--- src/common/prmi_consts.svh ---
// constants for the paged register map with identification registers
`ifndef PRMI_CONSTS_SVH
`define PRMI_CONSTS_SVH

// ----------------------------------------------------------------
// map geometry
// ----------------------------------------------------------------
`define PRMI_PAGE_SIZE       256
`define PRMI_OFS_SIL_REV     8'h00
`define PRMI_OFS_PAGE_SEL    8'h01
`define PRMI_OFS_PN_LOW      8'h02
`define PRMI_OFS_PN_HIGH     8'h03
`define PRMI_OFS_GRADE       8'h04
`define PRMI_OFS_DEV_REV     8'h05
`define PRMI_OFS_TOOL0       8'h06
`define PRMI_OFS_TOOL1       8'h07
`define PRMI_OFS_TOOL2       8'h08
`define PRMI_OFS_READY       8'hFE
`define PRMI_OFS_FLAGS       8'h11
`define PRMI_OFS_CTRL        8'h1F

// ----------------------------------------------------------------
// field layout and masks
// ----------------------------------------------------------------
`define PRMI_SIL_REV_MASK    8'h0F
`define PRMI_CTRL_OUT_EN     0
`define PRMI_CTRL_SC_BIT     1

// ----------------------------------------------------------------
// reset values (base device; nvm image may override)
// ----------------------------------------------------------------
`define PRMI_RST_PAGE        8'h00
`define PRMI_RST_CTRL        8'h00
`define PRMI_GRADE_H         8'h07

// ----------------------------------------------------------------
// controller register port offsets
// ----------------------------------------------------------------
`define PRMI_CMD_ADDR        2'h0
`define PRMI_CMD_DATA        2'h1
`define PRMI_CMD_GO          2'h2
`define PRMI_CMD_STAT        2'h3

`endif

--- src/common/prmi_pkg.sv ---
// types for the paged register map
package prmi_pkg;
  typedef logic [7:0]  prmi_byte_t;
  typedef logic [15:0] prmi_addr_t;
  typedef enum logic [1:0] {PRMI_IDLE, PRMI_WAIT, PRMI_DONE} prmi_ctl_e;
endpackage : prmi_pkg

--- src/common/prmi_if.sv ---
// link between host controller and register map device
`timescale 1ns/1ps
interface prmi_if;
  logic       wr;
  logic       rd;
  logic [7:0] ofs;
  logic [7:0] wdata;
  logic [7:0] rdata;
  modport dev  (input wr, input rd, input ofs, input wdata, output rdata);
  modport host (output wr, output rd, output ofs, output wdata,
                input rdata);
endinterface : prmi_if

--- src/hw/prmi_page_decode.sv ---
// page implemented decode and flat address former
`timescale 1ns/1ps
module prmi_page_decode
  import prmi_pkg::*;
(
  input  wire prmi_pkg::prmi_byte_t page_i,
  input  wire prmi_pkg::prmi_byte_t ofs_i,
  output logic                      impl_o,
  output prmi_pkg::prmi_addr_t      addr_o
);
  import prmi_pkg::*;
  // ----------------------------------------------------------------
  // decode
  // ----------------------------------------------------------------
  function automatic logic page_impl(input prmi_byte_t p);
    page_impl = (p == 8'h00) || (p == 8'h01) || (p == 8'h02) ||
                (p == 8'h03) || (p == 8'h05) || (p == 8'h09);
  endfunction : page_impl

  assign impl_o = page_impl(page_i);
  assign addr_o = {page_i, ofs_i};
endmodule : prmi_page_decode

--- src/hw/prmi_device.sv ---
// paged register map device with identification registers
`timescale 1ns/1ps
// Functional notes
// pages of 256 byte registers, sparse
// only pages 0,1,2,3,5,9 implemented
// page select at offset 1 everywhere
// page select reads back, write switches
// page 0 offset FE reports ready
// sticky bits clear on written zero
// self-clearing bit drops after action
// reset values come from nvm image
// base part powers up outputs off
// base defaults crystal 48MHz, 1.8V io
// programmed part loads full nvm config
// volatile writes act without nvm commit
// burn sequence saves config to nvm
// host avoids undocumented locations; the host offset register takes any value written
// offset 0 holds 4-bit silicon revision
// offsets 2,3 hold bcd part number
// offset 4 grade letter index
// offset 5 revision letter index
// offsets 6-8 writable tool version
// read-only writes ignored, unused reads zero
// address is page byte then offset
`include "prmi_consts.svh"
module prmi_device
  import prmi_pkg::*;
#(
  parameter logic [3:0]  SIL_REV    = 4'h0,      // arbitrary
  parameter logic [15:0] PART_BCD   = 16'h1234,  // arbitrary
  parameter logic [7:0]  GRADE      = 8'h00,
  parameter logic [7:0]  DEV_REV    = 8'h00,
  parameter logic [23:0] NVM_TOOL   = 24'h00_0000,
  parameter logic [7:0]  NVM_CTRL   = 8'h00,
  parameter logic        XTAL_48M   = 1'b1,
  parameter logic        IO_1V8     = 1'b1
)(
  input  wire logic          clk_i,
  input  wire logic          resetn_i,
  input  wire logic          ce_i,
  prmi_if.dev                bus,
  input  wire logic          ready_i,
  input  wire logic [5:0]    event_i,
  input  wire logic          sc_done_i,
  input  wire logic          burn_i,
  output logic               out_en_o,
  output logic               sc_trig_o,
  output logic               xtal_48m_o,
  output logic               io_1v8_o,
  output logic [23:0]        burn_tool_o,
  output logic               burn_o
);
  import prmi_pkg::*;

  // letter index stops at h; wider codes have no decode
  if (GRADE > 8'h07 && GRADE != `PRMI_GRADE_H) begin : g_grade_chk
    $error("grade out of range");
  end

  // ----------------------------------------------------------------
  // state
  // ----------------------------------------------------------------
  prmi_byte_t  page_r;
  logic [23:0] tool_r;
  prmi_byte_t  ctrl_r;
  logic [5:0]  flag_r;
  prmi_byte_t  rdata_r;
  logic        impl;
  prmi_addr_t  flat;
  logic        ready_s1_r;
  logic        ready_s2_r;
  logic [5:0]  ev_s1_r;
  logic [5:0]  ev_s2_r;

  prmi_page_decode u_dec (
    .page_i (page_r),
    .ofs_i  (bus.ofs),
    .impl_o (impl),
    .addr_o (flat)
  );

  wire logic on_p0 = impl && (flat[15:8] == 8'h00);
  wire logic wr_go = ce_i && bus.wr;

  // ----------------------------------------------------------------
  // pin synchronisers
  // ----------------------------------------------------------------
  always_ff @(posedge clk_i) begin
    if (!resetn_i) begin
      ready_s1_r <= 1'b0;
      ready_s2_r <= 1'b0;
      ev_s1_r    <= 6'h00;
      ev_s2_r    <= 6'h00;
    end else if (ce_i) begin
      ready_s1_r <= ready_i;
      ready_s2_r <= ready_s1_r;
      ev_s1_r    <= event_i;
      ev_s2_r    <= ev_s1_r;
    end
  end

  // ----------------------------------------------------------------
  // page select
  // ----------------------------------------------------------------
  always_ff @(posedge clk_i) begin
    if (!resetn_i) begin
      page_r <= `PRMI_RST_PAGE;
    end else if (wr_go && bus.ofs == `PRMI_OFS_PAGE_SEL) begin
      page_r <= bus.wdata;
    end
  end

  // ----------------------------------------------------------------
  // tool version, loaded from nvm image at reset
  // ----------------------------------------------------------------
  always_ff @(posedge clk_i) begin
    if (!resetn_i) begin
      tool_r <= NVM_TOOL;
    end else if (wr_go && on_p0) begin
      case (bus.ofs)
        `PRMI_OFS_TOOL0: tool_r[7:0]   <= bus.wdata;
        `PRMI_OFS_TOOL1: tool_r[15:8]  <= bus.wdata;
        `PRMI_OFS_TOOL2: tool_r[23:16] <= bus.wdata;
        default:         tool_r        <= tool_r;
      endcase
    end
  end

  // ----------------------------------------------------------------
  // control: output enable and self-clearing trigger
  // ----------------------------------------------------------------
  always_ff @(posedge clk_i) begin
    if (!resetn_i) begin
      ctrl_r <= NVM_CTRL;
    end else if (ce_i) begin
      if (wr_go && on_p0 && bus.ofs == `PRMI_OFS_CTRL) begin
        ctrl_r <= bus.wdata & 8'h03;
      end else if (sc_done_i) begin
        ctrl_r[`PRMI_CTRL_SC_BIT] <= 1'b0;
      end
    end
  end

  // ----------------------------------------------------------------
  // sticky flags: set wins over clear
  // ----------------------------------------------------------------
  always_ff @(posedge clk_i) begin
    if (!resetn_i) begin
      flag_r <= 6'h00;
    end else if (ce_i) begin
      if (wr_go && on_p0 && bus.ofs == `PRMI_OFS_FLAGS) begin
        flag_r <= (flag_r & bus.wdata[5:0]) | ev_s2_r;
      end else begin
        flag_r <= flag_r | ev_s2_r;
      end
    end
  end

  // ----------------------------------------------------------------
  // read data, one cycle after the strobe
  // ----------------------------------------------------------------
  always_ff @(posedge clk_i) begin
    if (!resetn_i) begin
      rdata_r <= 8'h00;
    end else if (ce_i) begin
      rdata_r <= 8'h00;
      if (bus.rd && bus.ofs == `PRMI_OFS_PAGE_SEL) begin
        rdata_r <= page_r;
      end else if (bus.rd && on_p0) begin
        case (bus.ofs)
          `PRMI_OFS_SIL_REV: rdata_r <= {4'h0, SIL_REV};
          `PRMI_OFS_PN_LOW:  rdata_r <= PART_BCD[7:0];
          `PRMI_OFS_PN_HIGH: rdata_r <= PART_BCD[15:8];
          `PRMI_OFS_GRADE:   rdata_r <= GRADE;
          `PRMI_OFS_DEV_REV: rdata_r <= DEV_REV;
          `PRMI_OFS_TOOL0:   rdata_r <= tool_r[7:0];
          `PRMI_OFS_TOOL1:   rdata_r <= tool_r[15:8];
          `PRMI_OFS_TOOL2:   rdata_r <= tool_r[23:16];
          `PRMI_OFS_FLAGS:   rdata_r <= {2'b00, flag_r};
          `PRMI_OFS_CTRL:    rdata_r <= ctrl_r;
          `PRMI_OFS_READY:   rdata_r <= {7'h00, ready_s2_r};
          default:           rdata_r <= 8'h00;
        endcase
      end
    end
  end

  // ----------------------------------------------------------------
  // outputs
  // ----------------------------------------------------------------
  always_ff @(posedge clk_i) begin
    if (!resetn_i) begin
      burn_o      <= 1'b0;
      burn_tool_o <= 24'h00_0000;
    end else if (ce_i) begin
      burn_o      <= burn_i;
      burn_tool_o <= burn_i ? tool_r : burn_tool_o;
    end
  end

  assign bus.rdata  = rdata_r;
  assign out_en_o   = ctrl_r[`PRMI_CTRL_OUT_EN];
  assign sc_trig_o  = ctrl_r[`PRMI_CTRL_SC_BIT];
  assign xtal_48m_o = XTAL_48M;
  assign io_1v8_o   = IO_1V8;
endmodule : prmi_device

--- src/flat_wrapper.sv ---
// flat-port wrapper written by rule: the top's interface ports become plain ports
module prmi_device_flat import prmi_pkg::*;
#(
  parameter logic [3:0]  SIL_REV    = 4'h0,                  
  parameter logic [15:0] PART_BCD   = 16'h1234,              
  parameter logic [7:0]  GRADE      = 8'h00,
  parameter logic [7:0]  DEV_REV    = 8'h00,
  parameter logic [23:0] NVM_TOOL   = 24'h00_0000,
  parameter logic [7:0]  NVM_CTRL   = 8'h00,
  parameter logic        XTAL_48M   = 1'b1,
  parameter logic        IO_1V8     = 1'b1
)
  (clk_i, resetn_i, ce_i, ready_i, event_i, sc_done_i, burn_i, out_en_o, sc_trig_o, xtal_48m_o, io_1v8_o, burn_tool_o, burn_o, bus_wr, bus_rd, bus_ofs, bus_wdata, bus_rdata);
  prmi_if bus_i ();
  input  wire logic clk_i;
  input  wire logic resetn_i;
  input  wire logic ce_i;
  input  wire logic ready_i;
  input  wire logic [5:0] event_i;
  input  wire logic sc_done_i;
  input  wire logic burn_i;
  output logic out_en_o;
  output logic sc_trig_o;
  output logic xtal_48m_o;
  output logic io_1v8_o;
  output logic [23:0] burn_tool_o;
  output logic burn_o;
  input wire logic [$bits(bus_i.wr)-1:0] bus_wr;
  input wire logic [$bits(bus_i.rd)-1:0] bus_rd;
  input wire logic [$bits(bus_i.ofs)-1:0] bus_ofs;
  input wire logic [$bits(bus_i.wdata)-1:0] bus_wdata;
  output wire logic [$bits(bus_i.rdata)-1:0] bus_rdata;
  assign bus_i.wr = bus_wr;
  assign bus_i.rd = bus_rd;
  assign bus_i.ofs = bus_ofs;
  assign bus_i.wdata = bus_wdata;
  assign bus_rdata = bus_i.rdata;
  prmi_device #(.SIL_REV(SIL_REV), .PART_BCD(PART_BCD), .GRADE(GRADE), .DEV_REV(DEV_REV), .NVM_TOOL(NVM_TOOL), .NVM_CTRL(NVM_CTRL), .XTAL_48M(XTAL_48M), .IO_1V8(IO_1V8)) u_core (.clk_i(clk_i), .resetn_i(resetn_i), .ce_i(ce_i), .bus(bus_i), .ready_i(ready_i), .event_i(event_i), .sc_done_i(sc_done_i), .burn_i(burn_i), .out_en_o(out_en_o), .sc_trig_o(sc_trig_o), .xtal_48m_o(xtal_48m_o), .io_1v8_o(io_1v8_o), .burn_tool_o(burn_tool_o), .burn_o(burn_o));
endmodule
--- config.mk ---
export PLATFORM = sky130hd
export DESIGN_NAME = prmi_device_flat
export DESIGN_NICKNAME = d
export VERILOG_FILES = /design/src/common/prmi_pkg.sv /design/src/common/prmi_if.sv /design/src/hw/prmi_page_decode.sv /design/src/hw/prmi_device.sv /design/src/flat_wrapper.sv
export VERILOG_INCLUDE_DIRS = /design/src /design/src/common
export SDC_FILE = /design/constraint.sdc
export NUM_CORES = 1
export LEC_CHECK = 0
export BUFFER_PORTS_ARGS = -buffer_cell sky130_fd_sc_hd__buf_4
export CORE_ASPECT_RATIO = 0.9
export CORE_MARGIN = 2
export CORE_UTILIZATION = 41
export CTS_CLUSTER_SIZE = 16
export DETAILED_ROUTE_END_ITERATION = 10
export GPL_TIMING_DRIVEN = 1
export SLEW_MARGIN = 20
export SYNTH_ARGS = -nofsm -noshare
export SYNTH_HDL_FRONTEND = slang
export SYNTH_SLANG_ARGS = --single-unit
--- constraint.sdc ---
create_clock -name clk_i -period 2.9 [get_ports clk_i]
set_input_delay 0 -clock clk_i [delete_from_list [all_inputs] [get_ports clk_i]]
set_output_delay 0 -clock clk_i [all_outputs]
set_load 0.05 [all_outputs]
# After elaboration in Yosys (flattened, before gate mapping)
# Cells that the tools add are included.
dict set report word_totals {
  in_bits 30
  latchBits 0
  regBits 87
  n_memories 0
  mem_bits_ro 0
  mem_bits_rw 0
  elab_cells 58
  output_inout_bits 37
}
dict set report classes {
  reduce_logical 21
  n_mux 6
  magnitude_cmp 0
  addsub 0
  n_div 0
  n_mul 0
  n_eq_ne 14
  n_shift 0
  n_bitwise 3
}
# operator count
set op_table {}
lappend op_table {{case mux 8 bit (8 select lines)} 1}
lappend op_table {{== test 8 x 2 -> 1 bit, second input constant} 4}
lappend op_table {{== test 8 x 3 -> 1 bit, second input constant} 3}
lappend op_table {{== test 8 x 1 -> 1 bit, second input constant} 2}
lappend op_table {{== test 8 x 4 -> 1 bit, second input constant} 2}
lappend op_table {{== test 8 x 5 -> 1 bit, second input constant} 2}
lappend op_table {{two-way mux 8 bit} 2}
lappend op_table {{OR 6 bit} 2}
lappend op_table {{AND reduction 2 bit} 6}
lappend op_table {{== test 8 bit, second input constant} 1}
lappend op_table {{logical AND 1 bit} 8}
lappend op_table {{logical NOT 8 bit} 1}
lappend op_table {{bitwise AND 6 bit} 1}
lappend op_table {{two-way mux 6 bit} 1}
lappend op_table {{logical OR 1 bit} 5}
lappend op_table {{two-way mux 1 bit} 2}
lappend op_table {{nonzero test 2 bit} 1}

# Depth between registers and ports, before layout
# Gate-level depths: netlist of the first run.
dict set report logic_depth {
  ltp_word 11
  mapped_depth 6
  depth_no_buf 5
}

# Hierarchy
# Synthesis of the first run repeated with hierarchy kept, for this count alone.
dict set report hier_totals {
  cells_unflattened 444
  hier_area_um2 4057.6
}
# module area_each_um2 instances cells_per_inst seq_area_each_um2
set modules_own_cells {}
lappend modules_own_cells {prmi_device 3905.0 1 422 1741.7}
lappend modules_own_cells {prmi_page_decode 152.6 1 22 0.0}

# Worst setup path after synthesis of the first run
# No wires, ideal clock.
dict set report synth_path {
  kind {flip-flop to flip-flop}
  from {register u_core.page_r[3]}
  to {register u_core.tool_r[0]}
  path_buffers 0
  slack_ns 0.735
  stages_incl_launch_ff 6
  arrival_time_ns 2.049
  t_required_ns 2.784
  setup_time_ns 0.116
  synth_period_minus_slack_ns 2.165
  cell_sequence {dfxtp_1 -> or4_4 -> or4_4 -> nor3_4 -> mux2i_1 -> nor2b_1}
}
dict set report synth_between {
  elab_chain_len 9
  word_cells_on_any_way 14
  classes_between {eq/ne (5); reduce/logical (9)}
}
# element line
set synth_rtl {}
lappend synth_rtl {{from (decl)} prmi_device.sv:63} ;# prmi_byte_t page_r;
lappend synth_rtl {{from (signal assigned)} prmi_device.sv:107} ;# page_r <= `PRMI_RST_PAGE;
lappend synth_rtl {{from (signal assigned)} prmi_device.sv:109} ;# page_r <= bus.wdata;
lappend synth_rtl {{== test 8 x 1 -> 1 bit / logical NOT 8 bit (equally long branches)} {prmi_page_decode.sv:16, prmi_device.sv:82}}
lappend synth_rtl {{logical OR 1 bit (3 in a row)} prmi_page_decode.sv:16} ;# page_impl = (p == 8'h00) || (p == 8'h01) || (p == 8'h02) ||
lappend synth_rtl {{logical OR 1 bit (2 in a row)} prmi_page_decode.sv:17} ;# (p == 8'h03) || (p == 8'h05) || (p == 8'h09);
lappend synth_rtl {{logical AND 1 bit (*)} prmi_device.sv:82} ;# wire logic on_p0 = impl && (flat[15:8] == 8'h00);
lappend synth_rtl {{logical AND 1 bit (*)} prmi_device.sv:119} ;# end else if (wr_go && on_p0) begin
lappend synth_rtl {{AND reduction 2 bit (no source line) (*)} --}
lappend synth_rtl {{to (signal assigned)} prmi_device.sv:121} ;# `PRMI_OFS_TOOL0: tool_r[7:0] <= bus.wdata;
lappend synth_rtl {{to (signal assigned)} prmi_device.sv:124} ;# default: tool_r <= tool_r;
lappend synth_rtl {{to (decl)} prmi_device.sv:64} ;# logic [23:0] tool_r;
# Mark *: on every way between the ends. The rest lies on a longest branch, timed or not.
# A chain may end at the register's enable or synchronous reset.

# Worst setup path in the final report of the first run
dict set report layout_path {
  from {register u_core.page_r[7]}
  to {register u_core.ctrl_r[1]}
}
dict set report layout_between {
  elab_chain_len 11
  word_cells_on_any_way 17
  classes_between {eq/ne (5); mux (1); reduce/logical (11)}
}
# element line
set layout_rtl {}
lappend layout_rtl {{== test 8 x 1 -> 1 bit / logical NOT 8 bit (equally long branches)} {prmi_page_decode.sv:16, prmi_device.sv:82}}
lappend layout_rtl {{logical OR 1 bit (3 in a row)} prmi_page_decode.sv:16}
lappend layout_rtl {{logical OR 1 bit (2 in a row)} prmi_page_decode.sv:17}
lappend layout_rtl {{logical AND 1 bit (*)} prmi_device.sv:82}
lappend layout_rtl {{logical AND 1 bit (*)} prmi_device.sv:136} ;# if (wr_go && on_p0 && bus.ofs == `PRMI_OFS_CTRL) begin
lappend layout_rtl {{logical AND 1 bit (no source line) (*)} --}
lappend layout_rtl {{nonzero test 2 bit (no source line)} --}
lappend layout_rtl {{AND reduction 2 bit (no source line)} --}
lappend layout_rtl {{to (signal assigned)} prmi_device.sv:137} ;# ctrl_r <= bus.wdata & 8'h03;
lappend layout_rtl {{to (decl)} prmi_device.sv:65} ;# prmi_byte_t ctrl_r;
# Marked as above.

==> results of run 1 <==
-- cells by family (layout without fill, tap and decap cells) --
kind of cell | after synthesis | count (layout) | share of synthesized area (%)
compound gates | 83 | 83 | 15.4
buf+inv | 28 | 101 | 2.99
flops | 87 | 87 | 45.8
mux | 48 | 48 | 12.6
other cells | 1 | 2 | 0.0985
simple gates | 160 | 160 | 23.1
-- cell usage after synthesis, types with 3 or more instances --
master / instances
nor2_1: 3
and3_1: 3
dfxtp_1: 87
a21oi_1: 7
nand3_1: 6
and2_1: 4
a221oi_1: 3
a22o_1: 5
o31ai_1: 3
nand2_1: 62
a22oi_1: 8
nor3_1: 7
mux2i_1: 48
o21ai_0: 15
nor2b_1: 53
clkbuf_1: 22
nor4b_1: 5
a21boi_0: 32
-- through the flow --
| stage | cell area (um2) | hold WS, ns | util (%) | power (mW) |
|---|---|---|---|---|
| 2_1_floorplan | 3810 | 0.158 | - | 1.34 |
| 3_3_place_gp | 4360 | 0.260 | 48.0 | 1.41 |
| 3_5_place_dp | 4360 | 0.265 | 48.0 | 1.41 |
| 4_1_cts | 4770 | 0.0744 | 52.5 | 2.45 |
| 5_1_grt | 4770 | 0.0981 | 52.5 | 2.51 |
| 6_report | 4770 | 0.0896 | 52.5 | 2.42 |
-- area by class of cell --
| cell class | count | area (um2) |
|---|---|---|
| fill | 917 | 4310 |
| multi-input combinational | 293 | 1950 |
| sequential | 87 | 1740 |
| timing repair buffer | 84 | 673 |
| tap | 122 | 153 |
| clock buffer | 10 | 138 |
| clock inverter | 5 | 106 |
| inverter | 2 | 7.51 |
-- worst max-delay path: cells and delay by family (launching register included) --
kind | cells | cell delay [ns]
AND/OR/NAND/NOR | 2 | 1.15
buffers and inverters | 1 | 0.57
AO/OA/AOI/OAI | 3 | 0.38
flip-flops | 1 | 0.32
-- flip-flops by register name, summed over array words and instances, names as in the netlist --
register,cells
u_core.bus.rdata,8
u_core.ctrl_r,2
u_core.ev_s1_r,6
u_core.flag_r,6
u_core.ev_s2_r,6
u_core.ready_s2_r,1
u_core.page_r,8
u_core.burn_tool_o,24
u_core.burn_o,1
u_core.ready_s1_r,1
u_core.tool_r,24
-- power by group through the flow --
stage               Clock [mW]  Combinational, mW  Sequential [mW]
global placement             0              0.173             1.24
detailed placement           0              0.173             1.24
finish                    1.02              0.191             1.21
CTS                       1.04              0.191             1.21
global route              1.09              0.206             1.22
floorplan                    0             0.0977             1.25
-- timing repair --
action	4_1_cts	5_1_grt
hold endpoints to repair	31	0
hold buffers	17	0
setup buffers	0	0
-- routing by layer --
metal | routed length, um | GRT usage, % | share of wire [%] | up-vias
li1 | - | - | - | 1580
met1 | 4500 | 25.4 | 47 | 1482
met2 | 4490 | 32.2 | 47 | 88
met3 | 528 | 5.13 | 5.5 | 8
met4 | 104 | 4.71 | 1.1 | 0
met5 | 0 | 0 | 0 | -
-- worst max path at each step --
stage	start	end	slack (ns)	depth (start not counted)
floorplan	u_core.page_r[3]	u_core.tool_r[0]	0.73	5
global placement	u_core.page_r[7]	u_core.tool_r[4]	0.64	5
detailed placement	u_core.page_r[3]	u_core.tool_r[5]	0.60	5
CTS	u_core.page_r[3]	u_core.ctrl_r[1]	0.44	6
global route	u_core.page_r[7]	u_core.ctrl_r[1]	0.29	6
finish	u_core.page_r[7]	u_core.ctrl_r[1]	0.36	6
==> impl_metrics.json, run 1 <==
{
  "synthTopCellsByArea": "dfxtp_1 (46%), mux2i_1 (13%), nor2b_1 (8.7%)",
  "hold_depth": 3,
  "yosysSeqAreaShare_pct": 45.8,
  "async_reset_ff_share_pct": 0,
  "cts_inserted_buffers": 9,
  "portBuffers": 64,
  "vias_per_cell": 5.24,
  "die_w_um": 106,
  "reg2reg_depth": 6,
  "fin_ws_ns": 0.360,
  "synth_edf_count": 0,
  "setup_viol": 0,
  "yosysWarnings": 0,
  "critPathCaptureType": "register",
  "cts-root-buf": "clkbuf_8",
  "drc_errors": 0,
  "worstHoldStart": "ce_i",
  "p_leak_nw": 1.68,
  "syn-cell-area_um2": 3810,
  "r2r_end": "u_core.ctrl_r[1]",
  "nets": 507,
  "irDropWorstVdd_mv": 0.233,
  "first_global_vias": 2888,
  "areaGrowthSynthToFinish_pct": 25.4,
  "p_sw_share_pct": 22.3,
  "dp_cells": 571,
  "vias": 3158,
  "crit_arrival_ns": 2.78,
  "htreeDepth": 3,
  "synth.distinct_cells": 45,
  "rsz0062_at_grt": "no",
  "synth_top_cell_area_share_pct": 45.8,
  "place.gp.congestion": 0.878,
  "final_layout_size_suffix_gt1_share_pct": 18.3,
  "yosysTopAreaCell": "dfxtp_1",
  "first_pass_iters": 6,
  "clkTransAtPathRegs_ns": 0.09,
  "io_pins": 67,
  "worst_setup_path_start_kind": "register",
  "final_cell_mix": "dfxtp_1 (87), buf_4 (67), nand2_1 (62)",
  "maxSlewHeadroom_pct": 39.2,
  "r2r_setup_slack_ns": 0.36,
  "grt_first_pass_wirelength_um": 15100,
  "grt_max_degree": 85,
  "worstSkewPairLatency_ns": 0.36,
  "wire_per_inst_um": 16.0,
  "drtIter0Drc": 237,
  "clockBufferDepth": 2,
  "min_period_ns": 2.54,
  "fin_cells": 603,
  "p_comb_share_pct": 7.9,
  "slowest_delay_ns": 0.58,
  "antenna_found_initial": 0,
  "seqPwrFrac_pct": 50.1,
  "drtAntennaViolNets": 0,
  "path_class": "reg2reg",
  "fmax_mhz": 394,
  "worstPathCellList": "or4_1 -> nor3_1 -> a21oi_1 -> o21ai_0 -> a21boi_0 -> dlygate4sd3_1",
  "layout_commonest_cell": "dfxtp_1",
  "die_area_um2": 10100,
  "dp_slack_ns": 0.595,
  "worst_pin_slew_ns": 0.911,
  "rows": 33,
  "synth.avg_cell_area_um2": 9.35,
  "worstReg2RegStart": "u_core.page_r[7]",
  "status": "complete, no violations",
  "synthCells": 407,
  "crit_slowest_cell": "or4_1",
  "hold_end": "u_core.flag_r[5]",
  "die_y_um": 95.4,
  "required_ns": 3.14,
  "cts-resized-gates": 0,
  "final_max_slew_viol_count": 0,
  "powerDensity_nw_per_um2": 508,
  "ys.flop_type": "dfxtp_1",
  "clock_sinks": 87,
  "p_int_mw": 1.88,
  "start_util_pct": 41.9,
  "clockPowerShare_pct": 42.1,
  "min_period_over_period_pct": 87.6,
  "path_max_fanout": 5,
  "antenna_cells": 0,
  "fin_skew_ns": 0.0112,
  "hold_class": "in2reg",
  "grt_usage_pct": 19.4,
  "hpwlAfterDp_um": 6690,
  "hold_violations": 0,
  "p_sw_mw": 0.541,
  "tns_ns": 0,
  "totalWireLength_um": 9620,
  "core_area_um2": 9080,
  "maxCapViolCount": 0,
  "ys_ff_latch": 87,
  "grt.overflow.total": 0,
  "cts_tree": "yes"
}
No activity file was read; power rests on OpenSTA's default activity.
==> run 2: changes to the inputs <==
==> constraint.sdc (replaced) <==
create_clock -name clk_i -period 2.6 [get_ports clk_i]
set_input_delay 0 -clock clk_i [delete_from_list [all_inputs] [get_ports clk_i]]
set_output_delay 0 -clock clk_i [all_outputs]
set_load 0.05 [all_outputs]
==> run 2 against run 1 <==
Against the previous run: first-iteration DRC count shrank 41%; combinational power grew 13%; critical path depth shrank 1; wire length grew 0.67%; sequential power grew 12%; fmax grew 8.1%; sequential share of layout area grew 0.11 points; power grew 5.7%; final cell count grew 0.66%; count of clock-buffer cells in the layout is the same; via count grew 1.9%; critical path type unchanged; critical endpoint is now u_core.tool_r[7].
==> impl_metrics.json, run 2 (synthesized netlist as in run 1, its figures left out) <==
{
  "status": "complete, no violations",
  "antenna_found_initial": 0,
  "grt.busiest_layer": "met2",
  "cts-root-buf": "clkbuf_8",
  "post_cts_buffers": 0,
  "setup_viol": 0,
  "min_period_over_period_pct": 90.3,
  "die_area_um2": 10100,
  "final_max_slew_viol_count": 0,
  "irDropWorstVdd_mv": 0.336,
  "portBuffers": 64,
  "place.gp.congestion": 0.876,
  "top_regs": "u_core.burn_tool_o (24), u_core.tool_r (24)",
  "worstSkewPairLatency_ns": 0.36,
  "drtIter0Drc": 140,
  "totalWireLength_um": 9690,
  "tns_ns": 0,
  "die_y_um": 95.4,
  "core_area_um2": 9080,
  "path_class": "reg2reg",
  "p_leak_nw": 1.68,
  "die_w_um": 106,
  "drtAntennaViolNets": 0,
  "whs_ns": 0.0145,
  "gr-usage-met2_pct": 32.5,
  "first_pass_iters": 4,
  "min_period_ns": 2.35,
  "cts_inserted_buffers": 9,
  "cts_tree": "yes",
  "rows": 33,
  "maxCapViolCount": 0,
  "clockBufferDepth": 2,
  "crit_arrival_ns": 2.60,
  "rsz0062_at_grt": "no",
  "areaGrowthSynthToFinish_pct": 25.0,
  "clock_sinks": 87,
  "required_ns": 2.85,
  "critPathCaptureType": "register",
  "nets": 510,
  "hpwlAfterDp_um": 6930,
  "vias_per_cell": 5.30,
  "drc_errors": 0,
  "maxSlewHeadroom_pct": 45.9,
  "worst_pin_slew_ns": 0.810,
  "final_util_pct": 52.4,
  "grt_max_degree": 48,
  "path_max_fanout": 8,
  "final_cell_mix": "dfxtp_1 (87), buf_4 (71), nand2_1 (62)",
  "gr-usage-met1_pct": 25.6,
  "fin_cells": 607,
  "met3_usage_pct": 4.99,
  "fmax_mhz": 426,
  "grt_usage_pct": 20.0,
  "antenna_cells": 0,
  "start_util_pct": 41.9,
  "dp_slack_ns": 0.261,
  "grt_first_pass_wirelength_um": 15500,
  "grt.overflow.total": 0,
  "layout_commonest_cell": "dfxtp_1",
  "vias": 3219,
  "fin_skew_ns": 0.0126,
  "clkTransAtPathRegs_ns": 0.09,
  "hold_class": "in2reg",
  "htreeDepth": 3,
  "worst_setup_path_start_kind": "register",
  "powerDensity_nw_per_um2": 538,
  "fin_ws_ns": 0.251,
  "final_layout_size_suffix_gt1_share_pct": 19.2,
  "hold_violations": 0,
  "io_pins": 67,
  "dp_cells": 575,
  "first_global_vias": 2978,
  "wire_per_inst_um": 16.0
}
[run 2: cell types whose count changed in the layout (fill, tap and decap cells not counted), sizes merged]
cell / delta
buf: +4
bufinv: -2
clkinv: -1
dlygate4sd3: -1
inv: +4
[run 2: critical path, stage by stage (launching register included)]
cell,delay (ns)
dfxtp_1,0.35
or4_4,0.56
or4_4,0.60
nor3_4,0.44
mux2i_1,0.25
nor2b_1,0.06
[run 2: routing by layer]
layer | share of wire (%) | routed length [um]
met2 | 46 | 4480
met1 | 45 | 4340
met5 | 0 | 0
met3 | 6.5 | 629
met4 | 2.5 | 238
[run 2: cell type report]
type                    count  area (um2)
clock buffers              10         138
clock inverters             6        72.6
fillers                   898        4320
inverters                   2        7.51
multi-input cells         293        1950
flip-flops and latches     87        1740
well taps                 122         153
repair buffers             87         693
[run 2: path summary, 6_finish.rpt]
path                                from                     end  slack [ns]  cells past startpoint
setup / recovery        u_core.page_r[3]        u_core.tool_r[7]        0.25                      5
hold reg to reg   u_core.burn_tool_o[22]  u_core.burn_tool_o[22]        0.47                      2
hold / removal              bus_wdata[2]       u_core.tool_r[10]        0.01                      3
setup reg to reg        u_core.page_r[3]        u_core.tool_r[7]        0.25                      5
[run 2: report_power, final]
group / switching, mW / internal, mW
sequential: 0.00747 / 1.35
clock: 0.507 / 0.484
combinational: 0.121 / 0.0956
total: 0.635 / 1.93
[run 2: what timing repair did]
action | 4_1_cts | 5_1_grt
resized for setup | 0 | 0
endpoints found under the hold margin | 31 | 0
hold buffers | 16 | 0
[run 2: metrics by stage]
step / total power [mW] / cell area [um2]
after floorplan: 1.50 / 3810
after global placement: 1.58 / 4390
after detailed placement: 1.58 / 4390
after CTS: 2.59 / 4760
after global routing: 2.66 / 4760
final: 2.56 / 4760
